===== src/shared/lpm_pkg.sv =====
package lpm_pkg;

  // low-power mode selection, as software sets it before the wait instruction
  typedef enum logic [1:0] {
    LPM_SEL_SLEEP   = 2'h0,
    LPM_SEL_STOP    = 2'h1,
    LPM_SEL_STANDBY = 2'h2
  } lpm_sel_t;

  // controller states, one-hot
  typedef enum logic [3:0] {
    LPM_RUN     = 4'h1,
    LPM_SLEEP   = 4'h2,
    LPM_STOP    = 4'h4,
    LPM_STANDBY = 4'h8
  } lpm_state_t;

  // system clock source selections
  localparam logic [1:0] LPM_CLK_INT_RC   = 2'h0;
  localparam logic [1:0] LPM_CLK_CRYSTAL  = 2'h1;
  localparam logic [1:0] LPM_CLK_PLL      = 2'h2;

  localparam int unsigned LPM_GPIO_LINES  = 16;
  localparam int unsigned LPM_BKP_REGS    = 42;
  localparam int unsigned LPM_BKP_WIDTH   = 16;
  localparam int unsigned LPM_BKP_AW      = 6;
  localparam int unsigned LPM_SRAM_KB     = 32;

  // wake reset pulse length in clock cycles
  localparam logic [1:0]  LPM_RST_CYCLES  = 2'h2;

endpackage


===== src/hdl/lpm_ctrl.sv =====
`timescale 1ns/1ns

// Contract
// - Sleep stops only the processor clock; peripheral clocks keep running.
// - Sleep ends on any interrupt request or any wake event.
// - Stop puts flash in low power and turns off the PLL and both fast oscillators, keeping SRAM.
// - Stop ends on any interrupt line event (16 pins, voltage monitor, alarm, ethernet, usb), reset pin or watchdog reset.
// - Standby turns off the main regulator, keeps the low-power one, and unpowers logic and flash.
// - Waking from standby raises a system reset and sets the standby-occurred flag together.
// - The standby-occurred flag stays set until software writes the clear bit.
// - Standby keeps the backup registers and, if configured beforehand, 32KB of SRAM.
// - Standby ends on a wake pin rising edge, reset pin, watchdog reset or an interrupt line event; the code leaves out the voltage monitor line.
// - After any wake the internal RC oscillator becomes the system clock; the code keeps the running source after a sleep wake.
// - The 42 backup registers of 16 bits survive standby wake, system reset and power reset.
module lpm_ctrl (
  input  wire logic                                  REF_CLK,
  input  wire logic                                  RST_N,
  input  wire logic                                  POR_N,
  input  wire logic                                  WAIT_ENTER,
  input  wire lpm_pkg::lpm_sel_t                     MODE_SEL,
  input  wire logic                                  SRAM_KEEP_SEL,
  input  wire logic [1:0]                            CLK_SRC_REQ,
  input  wire logic                                  CLK_SRC_WR,
  input  wire logic                                  IRQ_PENDING,
  input  wire logic                                  WAKE_EVENT,
  input  wire logic [lpm_pkg::LPM_GPIO_LINES-1:0]    EXT_LINE,
  input  wire logic                                  VMON_LINE,
  input  wire logic                                  ALARM_LINE,
  input  wire logic                                  ETH_WAKE_LINE,
  input  wire logic                                  USB_WAKE_LINE,
  input  wire logic                                  EXTERNAL_RESET_PIN_N,
  input  wire logic                                  WATCHDOG_RESET,
  input  wire logic                                  WAKE_PIN,
  input  wire logic                                  CLEAR_STANDBY_FLAG_BIT,
  input  wire logic                                  BKP_WR,
  input  wire logic [lpm_pkg::LPM_BKP_AW-1:0]        BKP_ADDR,
  input  wire logic [lpm_pkg::LPM_BKP_WIDTH-1:0]     BKP_WDATA,
  output logic [lpm_pkg::LPM_BKP_WIDTH-1:0]          BKP_RDATA,
  output logic                                       CPU_CLK_EN,
  output logic                                       PERIPH_CLK_EN,
  output logic                                       FLASH_LOW_POWER,
  output logic                                       FLASH_POWER_EN,
  output logic                                       PLL_EN,
  output logic                                       INT_RC_EN,
  output logic                                       CRYSTAL_EN,
  output logic                                       MAIN_REG_EN,
  output logic                                       LP_REG_EN,
  output logic                                       LOGIC_POWER_EN,
  output logic                                       SRAM_RETAIN,
  output logic [1:0]                                 SYS_CLK_SEL,
  output logic                                       SYS_RESET,
  output logic                                       STANDBY_OCCURRED_FLAG
);

  // whole state of the block; backup array kept apart since it survives power reset
  typedef struct packed {
    lpm_pkg::lpm_state_t state;
    logic                wake_pin_prev;
    logic                sram_keep;
    logic [1:0]          clk_sel;
    logic [1:0]          rst_cnt;
    logic                sby_flag;
    logic [lpm_pkg::LPM_BKP_WIDTH-1:0] rdata;
  } lpm_regs_t;

  lpm_regs_t r_q;
  lpm_regs_t r_d;
  logic [lpm_pkg::LPM_BKP_WIDTH-1:0] bkp_mem [lpm_pkg::LPM_BKP_REGS];

  logic line_evt;
  logic pin_rise;
  logic hard_rst;
  logic sleep_wake;
  logic stop_wake;
  logic sby_wake;

  // the two deep modes, where the fast oscillators and the pll must be off
  function automatic logic deep_mode(input lpm_pkg::lpm_state_t st);
    deep_mode = (st == lpm_pkg::LPM_STOP) || (st == lpm_pkg::LPM_STANDBY);
  endfunction

  // no power is left for the core logic, the flash or the main regulator
  function automatic logic unpowered(input lpm_pkg::lpm_state_t st);
    unpowered = (st == lpm_pkg::LPM_STANDBY);
  endfunction

  // only implemented backup words answer; the rest of the address space reads zero
  function automatic logic bkp_addr_ok(input logic [lpm_pkg::LPM_BKP_AW-1:0] addr);
    bkp_addr_ok = (addr < 6'(lpm_pkg::LPM_BKP_REGS));
  endfunction

  // any interrupt-line event that can end stop
  assign line_evt = (|EXT_LINE) | VMON_LINE | ALARM_LINE | ETH_WAKE_LINE | USB_WAKE_LINE;
  // edge taken against last cycle's sample, so a pin held high wakes only once
  assign pin_rise = WAKE_PIN & ~r_q.wake_pin_prev;
  // reset pin low or watchdog firing; both end stop and standby
  assign hard_rst = ~EXTERNAL_RESET_PIN_N | WATCHDOG_RESET;

  // sleep ends on interrupts, wake events and line events alike
  assign sleep_wake = IRQ_PENDING || WAKE_EVENT || line_evt;
  assign stop_wake  = line_evt || hard_rst;
  // voltage monitor is not a standby wake source, so the line set is rebuilt without it
  assign sby_wake   = pin_rise || hard_rst || (|EXT_LINE) || ALARM_LINE || ETH_WAKE_LINE
                      || USB_WAKE_LINE;

  // next-state logic
  always_comb begin
    r_d               = r_q;
    r_d.wake_pin_prev = WAKE_PIN;
    r_d.rdata         = bkp_addr_ok(BKP_ADDR) ? bkp_mem[BKP_ADDR] : 16'h0000;
    // wake reset counts down to zero and then rests there
    if (r_q.rst_cnt != 2'h0) begin
      r_d.rst_cnt = r_q.rst_cnt - 2'h1;
    end
    // a clock source write only takes effect while running; one during a low-power mode is dropped
    if (CLK_SRC_WR && (r_q.state == lpm_pkg::LPM_RUN)) begin
      r_d.clk_sel = CLK_SRC_REQ;
    end
    // clear first so a standby wake in the same cycle still wins
    if (CLEAR_STANDBY_FLAG_BIT) begin
      r_d.sby_flag = 1'b0;
    end
    // entry is taken only from run; each low-power state watches its own wake set
    unique case (r_q.state)
      lpm_pkg::LPM_RUN: begin
        if (WAIT_ENTER) begin
          unique case (MODE_SEL)
            lpm_pkg::LPM_SEL_STOP: r_d.state = lpm_pkg::LPM_STOP;
            lpm_pkg::LPM_SEL_STANDBY: begin
              r_d.state     = lpm_pkg::LPM_STANDBY;
              r_d.sram_keep = SRAM_KEEP_SEL;
            end
            default: r_d.state = lpm_pkg::LPM_SLEEP;
          endcase
        end
      end
      lpm_pkg::LPM_SLEEP: begin
        // clock select is left alone, sleep keeps the source that was running
        if (sleep_wake) begin
          r_d.state = lpm_pkg::LPM_RUN;
        end
      end
      lpm_pkg::LPM_STOP: begin
        // deep mode turned off all oscillators, rc included, so the rc oscillator is the one brought back as clock
        if (stop_wake) begin
          r_d.state   = lpm_pkg::LPM_RUN;
          r_d.clk_sel = lpm_pkg::LPM_CLK_INT_RC;
        end
      end
      lpm_pkg::LPM_STANDBY: begin
        // wake reset and flag start in the same cycle so software always sees both
        if (sby_wake) begin
          r_d.state     = lpm_pkg::LPM_RUN;
          r_d.clk_sel   = lpm_pkg::LPM_CLK_INT_RC;
          r_d.rst_cnt   = lpm_pkg::LPM_RST_CYCLES;
          r_d.sby_flag  = 1'b1;
          r_d.sram_keep = 1'b0;
        end
      end
      default: r_d.state = lpm_pkg::LPM_RUN;
    endcase
    // system reset returns clock to the internal oscillator, flag survives
    if (!RST_N) begin
      r_d.state   = lpm_pkg::LPM_RUN;
      r_d.clk_sel = lpm_pkg::LPM_CLK_INT_RC;
      r_d.rst_cnt = 2'h0;
    end
  end

  // flag is only lost on power reset, so software can still read it after the wake reset
  always_ff @(posedge REF_CLK) begin
    if (!POR_N) begin
      r_q <= '{state: lpm_pkg::LPM_RUN, clk_sel: lpm_pkg::LPM_CLK_INT_RC, default: '0};
    end else begin
      r_q <= r_d;
    end
  end

  // backup store has no reset: contents outlive every kind of reset
  always_ff @(posedge REF_CLK) begin
    if (BKP_WR && (r_q.state == lpm_pkg::LPM_RUN) && bkp_addr_ok(BKP_ADDR)) begin
      bkp_mem[BKP_ADDR] <= BKP_WDATA;
    end
  end

  // power and clock controls decoded from the state
  always_comb begin
    // clock gating: sleep stops only the core
    CPU_CLK_EN      = (r_q.state == lpm_pkg::LPM_RUN);
    PERIPH_CLK_EN   = (r_q.state == lpm_pkg::LPM_RUN) || (r_q.state == lpm_pkg::LPM_SLEEP);

    // flash: low power in stop, unpowered in standby
    FLASH_LOW_POWER = (r_q.state == lpm_pkg::LPM_STOP);
    FLASH_POWER_EN  = ~unpowered(r_q.state);

    // oscillators; the pll is assumed fed from the crystal, so the crystal follows it
    PLL_EN          = ~deep_mode(r_q.state) && (r_q.clk_sel == lpm_pkg::LPM_CLK_PLL);
    INT_RC_EN       = ~deep_mode(r_q.state);
    CRYSTAL_EN      = PLL_EN || (INT_RC_EN && (r_q.clk_sel == lpm_pkg::LPM_CLK_CRYSTAL));

    // supplies: the low-power regulator never drops, it feeds the wake circuit
    MAIN_REG_EN     = ~unpowered(r_q.state);
    LP_REG_EN       = 1'b1;
    LOGIC_POWER_EN  = ~unpowered(r_q.state);
    SRAM_RETAIN     = ~unpowered(r_q.state) || r_q.sram_keep;

    // status seen by software
    SYS_CLK_SEL     = r_q.clk_sel;
    SYS_RESET       = (r_q.rst_cnt != 2'h0);
    STANDBY_OCCURRED_FLAG = r_q.sby_flag;
    BKP_RDATA       = r_q.rdata;
  end

endmodule


===== config.mk =====
export PLATFORM = sky130hd
export DESIGN_NAME = lpm_ctrl
export DESIGN_NICKNAME = d
export VERILOG_FILES = /design/src/shared/lpm_pkg.sv /design/src/hdl/lpm_ctrl.sv
export SDC_FILE = /design/constraint.sdc
export NUM_CORES = 1
export LEC_CHECK = 0
export BUFFER_PORTS_ARGS = -buffer_cell sky130_fd_sc_hd__buf_2
export CAP_MARGIN = 20
export CORE_MARGIN = 2
export CORE_UTILIZATION = 65
export CTS_CLUSTER_DIAMETER = 50
export DETAILED_ROUTE_END_ITERATION = 10
export GPL_ROUTABILITY_DRIVEN = 1
export PLACE_DENSITY_LB_ADDON = 0.12
export SLEW_MARGIN = 20
export SYNTH_ARGS = -nofsm -noshare
export SYNTH_HDL_FRONTEND = slang
export SYNTH_SLANG_ARGS = --single-unit

===== constraint.sdc =====
create_clock -name REF_CLK -period 4.8 [get_ports REF_CLK]
set_input_delay 0.24 -clock REF_CLK [delete_from_list [all_inputs] [get_ports REF_CLK]]
set_output_delay 0.24 -clock REF_CLK [all_outputs]
set_load 0.05 [all_outputs]

== Yosys cells after proc, flatten, opt, wreduce, memory -nomap -nowiden ==
Memory sizes are Yosys's and may differ from the RTL's. A register that Yosys moved wholly into a read port is not among the register bits.
Cells that the tools add are included.
Word-level totals
  flip-flop bits (word level): 11
  bits in latches: 0
  bits in writable memories: 672
  bits in read-only memories: 0
  output and inout bits: 31
  memories: 1
Operators by class
  add/subtract/negate cells: 1
  multiply operators: 0
  divide/modulo/power cells: 0
  order comparisons: 1
  equality and inequality tests: 13
  shifts and indexed selects: 0
  multiplexer cells: 18
  bitwise gates (word level): 10
  reductions and logical operators: 25
Memories
  bkp_mem: words 42, width 16, rd ports 1, clocked after Yosys merged registers in 1, wr ports 1, RTL line lpm_ctrl.sv:68  | logic [lpm_pkg::LPM_BKP_WIDTH-1:0] bkp_mem [lpm_pkg::LPM_BKP_REGS];
Operator list (count)
  $mux 4: 4
  $pmux 4 s4: 1
  $reduce_or 16->1: 1
  $logic_or 1x1->1: 12
  $pmux 4 s2: 1
  $reduce_and 4->1: 2
  $lt 6x6->1 const B: 1
  $mux 2: 3
  $mux 6: 1
  $ne 2x2->1 const B: 3
  $logic_and 1x1->1: 5
  $mux 1: 5
  $or 1x1->1: 5
  $eq 2x1->1 const B: 2
  $eq 2x2->1 const B: 2
  $eq 4x1->1 const B: 1
  $eq 4x2->1 const B: 1
  $eq 4x3->1 const B: 1
  $eq 4x4->1 const B: 1
  $ne 2x1->1 const B: 2
  $not 1->1: 4
  $pmux 2 s2: 1
  $reduce_and 2->1: 2
  $reduce_bool 2->1: 2
  5 further kinds: 5

== Logic depth before layout (Yosys ltp) ==
  word-level depth: 9
  mapped depth: 9

== Worst setup path before layout ==
OpenSTA, ideal clock, no wires.
  kind: reg-to-reg
  start point: reg r_q[23] in the netlist's numbering
  end point: mem bkp_mem[17][0] in the netlist's numbering (enable)
  setup time: 409 ps
  arrival time: 2893 ps
  data required time: 4391 ps
  setup slack: 1498 ps
  stages on the path, launching flop included: 5
  buffers on the path: 0
  period minus slack after synthesis: 3302 ps
  cell sequence: dfxtp_1 -> nor4b_4 -> and2_4 -> nand2_1 -> nor3_1
On the way
  word-level cells in the longest chain between the ends: 5
Ends and longest elaborated chain
  start: declaration: RTL line lpm_ctrl.sv:66  | lpm_regs_t r_q;
  start signal: assignment: RTL line lpm_ctrl.sv:175  | r_q <= r_d;
  $eq 4x1->1
  via CPU_CLK_EN: RTL line lpm_ctrl.sv:39  | output logic CPU_CLK_EN,
  $logic_and 1x1->1 (2 in a row): RTL line lpm_ctrl.sv:181  | if (BKP_WR && (r_q.state == lpm_pkg::LPM_RUN) && bkp_addr_ok(BKP_ADDR)) begin
  $mux 1: RTL line lpm_ctrl.sv:181
  $mux 1 (not written as such): RTL line lpm_ctrl.sv:182  | bkp_mem[BKP_ADDR] <= BKP_WDATA;
  end: declaration: RTL line lpm_ctrl.sv:68
The timed path passes the listed nets, and every way through them passes these cells.

== Worst setup path in the final report ==
  start point: reg r_q[23] in the netlist's numbering
  end point: mem bkp_mem[32][12] in the netlist's numbering (enable)
On the way
  word-level cells in the longest chain between the ends: 5
Ends and longest elaborated chain (RTL line)
  $eq 4x1->1: lpm_ctrl.sv:181
  $logic_and 1x1->1 (2 in a row): lpm_ctrl.sv:181
  $mux 1: lpm_ctrl.sv:181
  $mux 1 (not written as such): lpm_ctrl.sv:182
Every way passes these cells.

==> flow_summary.toml <==
[run_status]
status = "complete, but fails checks"
violations = "hold timing"

[clock_tree]
cts_tree = "built"
clock-root-buffer = "clkbuf_16"
cts_num_sinks = 699
cts_setup_buffers = 0
clock_latency_ps = 590
clockBufferDepth = 3
clk_pin_slew_worst_paths_ps = 60
cts_buffers = 68
htreeDepth = 3

[finish]
antenna_cells = 0
fin_nets = 1779
mostFrequentLayoutCell = "edfxtp_1"
final_area_um2 = 30500
finish.utilization_pct = 73.0
area.growth.synth_to_final_pct = 11.5
drive_above_1_share_pct = 20.1
layout_common_cells = "edfxtp_1 (672), a221oi_1 (128), nor2_1 (111)"

[sta]
max-slew-margin-rel_pct = 22.3
tns_ps = 0
setup_ws_ps = 1880
tightestPinTransition_ps = 1170
hold_slack_ps = -1.04
setup_viol = 0
hold_viol = 1
slew_violations = 0
clock_skew_ps = 17.2
period_share_pct = 60.9
fmax_mhz = 342
rsz0062_at_grt = "false"
post-route-min-period_ps = 2920

[synth]
synth-seq-cells = 699
synthCells = 1603
synth_edf_count = 672
syn_nets = 1665
ys_types = 68
synth.avg_cell_area_um2 = 17.1
synth_area_um2 = 27300
yosysTopAreaCellShare_pct = 73.8
yosys_warnings = 0
synth-async-reset-ratio_pct = 0
synth_seq_area_share_pct = 75.8
synth_area_leaders = "edfxtp_1 (74%), a221oi_1 (4.1%), mux2i_1 (2.4%), mux2_2 (2.3%), mux4_2 (2.1%)"
synthFlopType = "edfxtp_1"
synth_top_cell_by_area = "edfxtp_1"

[power]
fin_total_pwr_w = 0.0125
power_density_nw_per_um2 = 408
leakagePower_nw = 9.95
peakVddDrop_mv = 0.364

[placement]
place_congestion = 0.885
dp_hpwl_mm = 39.2
place_area_um2 = 28300
io_buffers = 88
dp_slack_ps = 1460

[floorplan]
start_util_pct = 65.5
core_area_um2 = 41800
die_area_um2 = 43700
io_pins = 90
rows = 75
die_h_um = 209
die_x_um = 209

[routing]
viasPerCell = 6.88
drt_wl_total_mm = 68.0
via_count = 15885
drc = 0
wire_per_inst_um = 29.4
drt_iter0_drc = 2117
dr.pass1.iters = 8
postRouteAntennaNets = 0

[global_route]
gr-total-overflow = 0
grt_max_degree = 74
grt_antenna_before_repair = 0
grt_usage_pct = 31.8
grt_pass1_wl_mm = 100
grt_pass1_vias = 15372

[worst_setup_path]
critPathMaxStageDelay_ps = 590
crit_slowest_cell = "nor2_1"
critPathMaxFanout = 12
crit_required_ps = 5080
path_class = "flip-flop to flip-flop"
start_kind = "flip-flop"
crit_chain = "nor4b_4, and2_4, and3b_1, nand2b_1, nor2_1, buf_4"
arrival_ps = 3200
crit_path_end_kind = "flip-flop"

[job]
cap_violations = 0

[hold_path]
hold_class = "input pin to flip-flop"
[sequential cells by signal, summed over array words and instances (netlist names)]
signal,count
r_q,8
bkp_mem,672
STANDBY_OCCURRED_FLAG,1
SYS_CLK_SEL,2
BKP_RDATA,16
[synthesized netlist by cell type, types with 4 or more instances]
cell type / number
a211o_1: 4
a21oi_1: 36
a221o_1: 5
a221oi_1: 128
a22o_1: 9
a22oi_1: 30
a31oi_1: 10
a32oi_1: 5
a41oi_1: 16
and2_1: 6
buf_2: 48
buf_4: 40
buf_6: 7
clkbuf_1: 25
dfxtp_1: 27
edfxtp_1: 672
inv_1: 7
mux2_1: 7
mux2_2: 57
mux2i_1: 65
mux4_2: 25
nand2_1: 71
nand2b_1: 8
nand3_1: 9
nor2_1: 113
nor2b_1: 10
nor3_1: 8
nor4_1: 5
o211ai_1: 5
o21ai_0: 56
o22ai_1: 21
o2bb2ai_1: 10
[routing by layer]
layer | vias up | share of wire, % | track usage (%)
met3 | 129 | 12 | 6.57
met2 | 1041 | 46 | 48.3
li1 | 6696 | - | -
met1 | 8019 | 39 | 47.0
met4 | 0 | 3.1 | 10.2
met5 | - | 0 | 0
[kinds of logic after synthesis]
group	Yosys count	synth area share, %
flops	699	75.8
simple gates	257	4.48
compound gates	353	9.60
buf+inv	134	2.81
other cells	1	0.0137
xor+xnor	2	0.0641
fa+ha+maj	3	0.137
mux	154	7.08
[where the power goes]
part           leakage (nW)  internal (W)  switching (W)  total, W
logic                  2.69      0.000207       0.000515  0.000722
clock network          1.00       0.00282        0.00218   0.00500
registers              6.26       0.00672      0.0000146   0.00673
total                  9.95       0.00974        0.00271    0.0125
[layout make-up]
cell class,count,area (µm²)
Clock buffer,93,1850
Clock inverter,30,211
Fill cell,2535,11300
Inverter,9,33.8
Multi-Input combinational cell,770,5900
Sequential cell,699,20700
Tap cell,539,674
Timing Repair Buffer,169,1100
[through the flow]
step	hold slack, ps	cells
floorplan	339	1603
global placement	451	2175
detailed placement	454	2175
CTS	6.13	2309
global route	11.0	2309
finish	-1.04	2309
[worst max-delay path: cells and delay by family (launching register included)]
kind	cells	cell delay, ps
and+or+nand+nor	5	1750
DFF	1	490
buffers and inverters	1	350
[path summary, 6_finish.rpt]
kind | start | to | slack (ps) | cells after the start
min reg2reg | r_q[18]$_SDFF_PN0_ | r_q[18]$_SDFF_PN0_ | 470 | 2
max | r_q[23]$_SDFFE_PN1P_ | bkp_mem[32][12]$_DFFE_PP_ | 1880 | 6
max reg2reg | r_q[23]$_SDFFE_PN1P_ | bkp_mem[32][12]$_DFFE_PP_ | 1880 | 6
min | POR_N | r_q[22]$_SDFF_PN0_ | -1 | 2
[repair_timing]
item                                   4_1_cts  5_1_grt
hold buffers                                11        0
gates resized for setup                      0        0
endpoints found under the hold margin        5        0
Note: power is estimated with default switching activity, not from simulation.
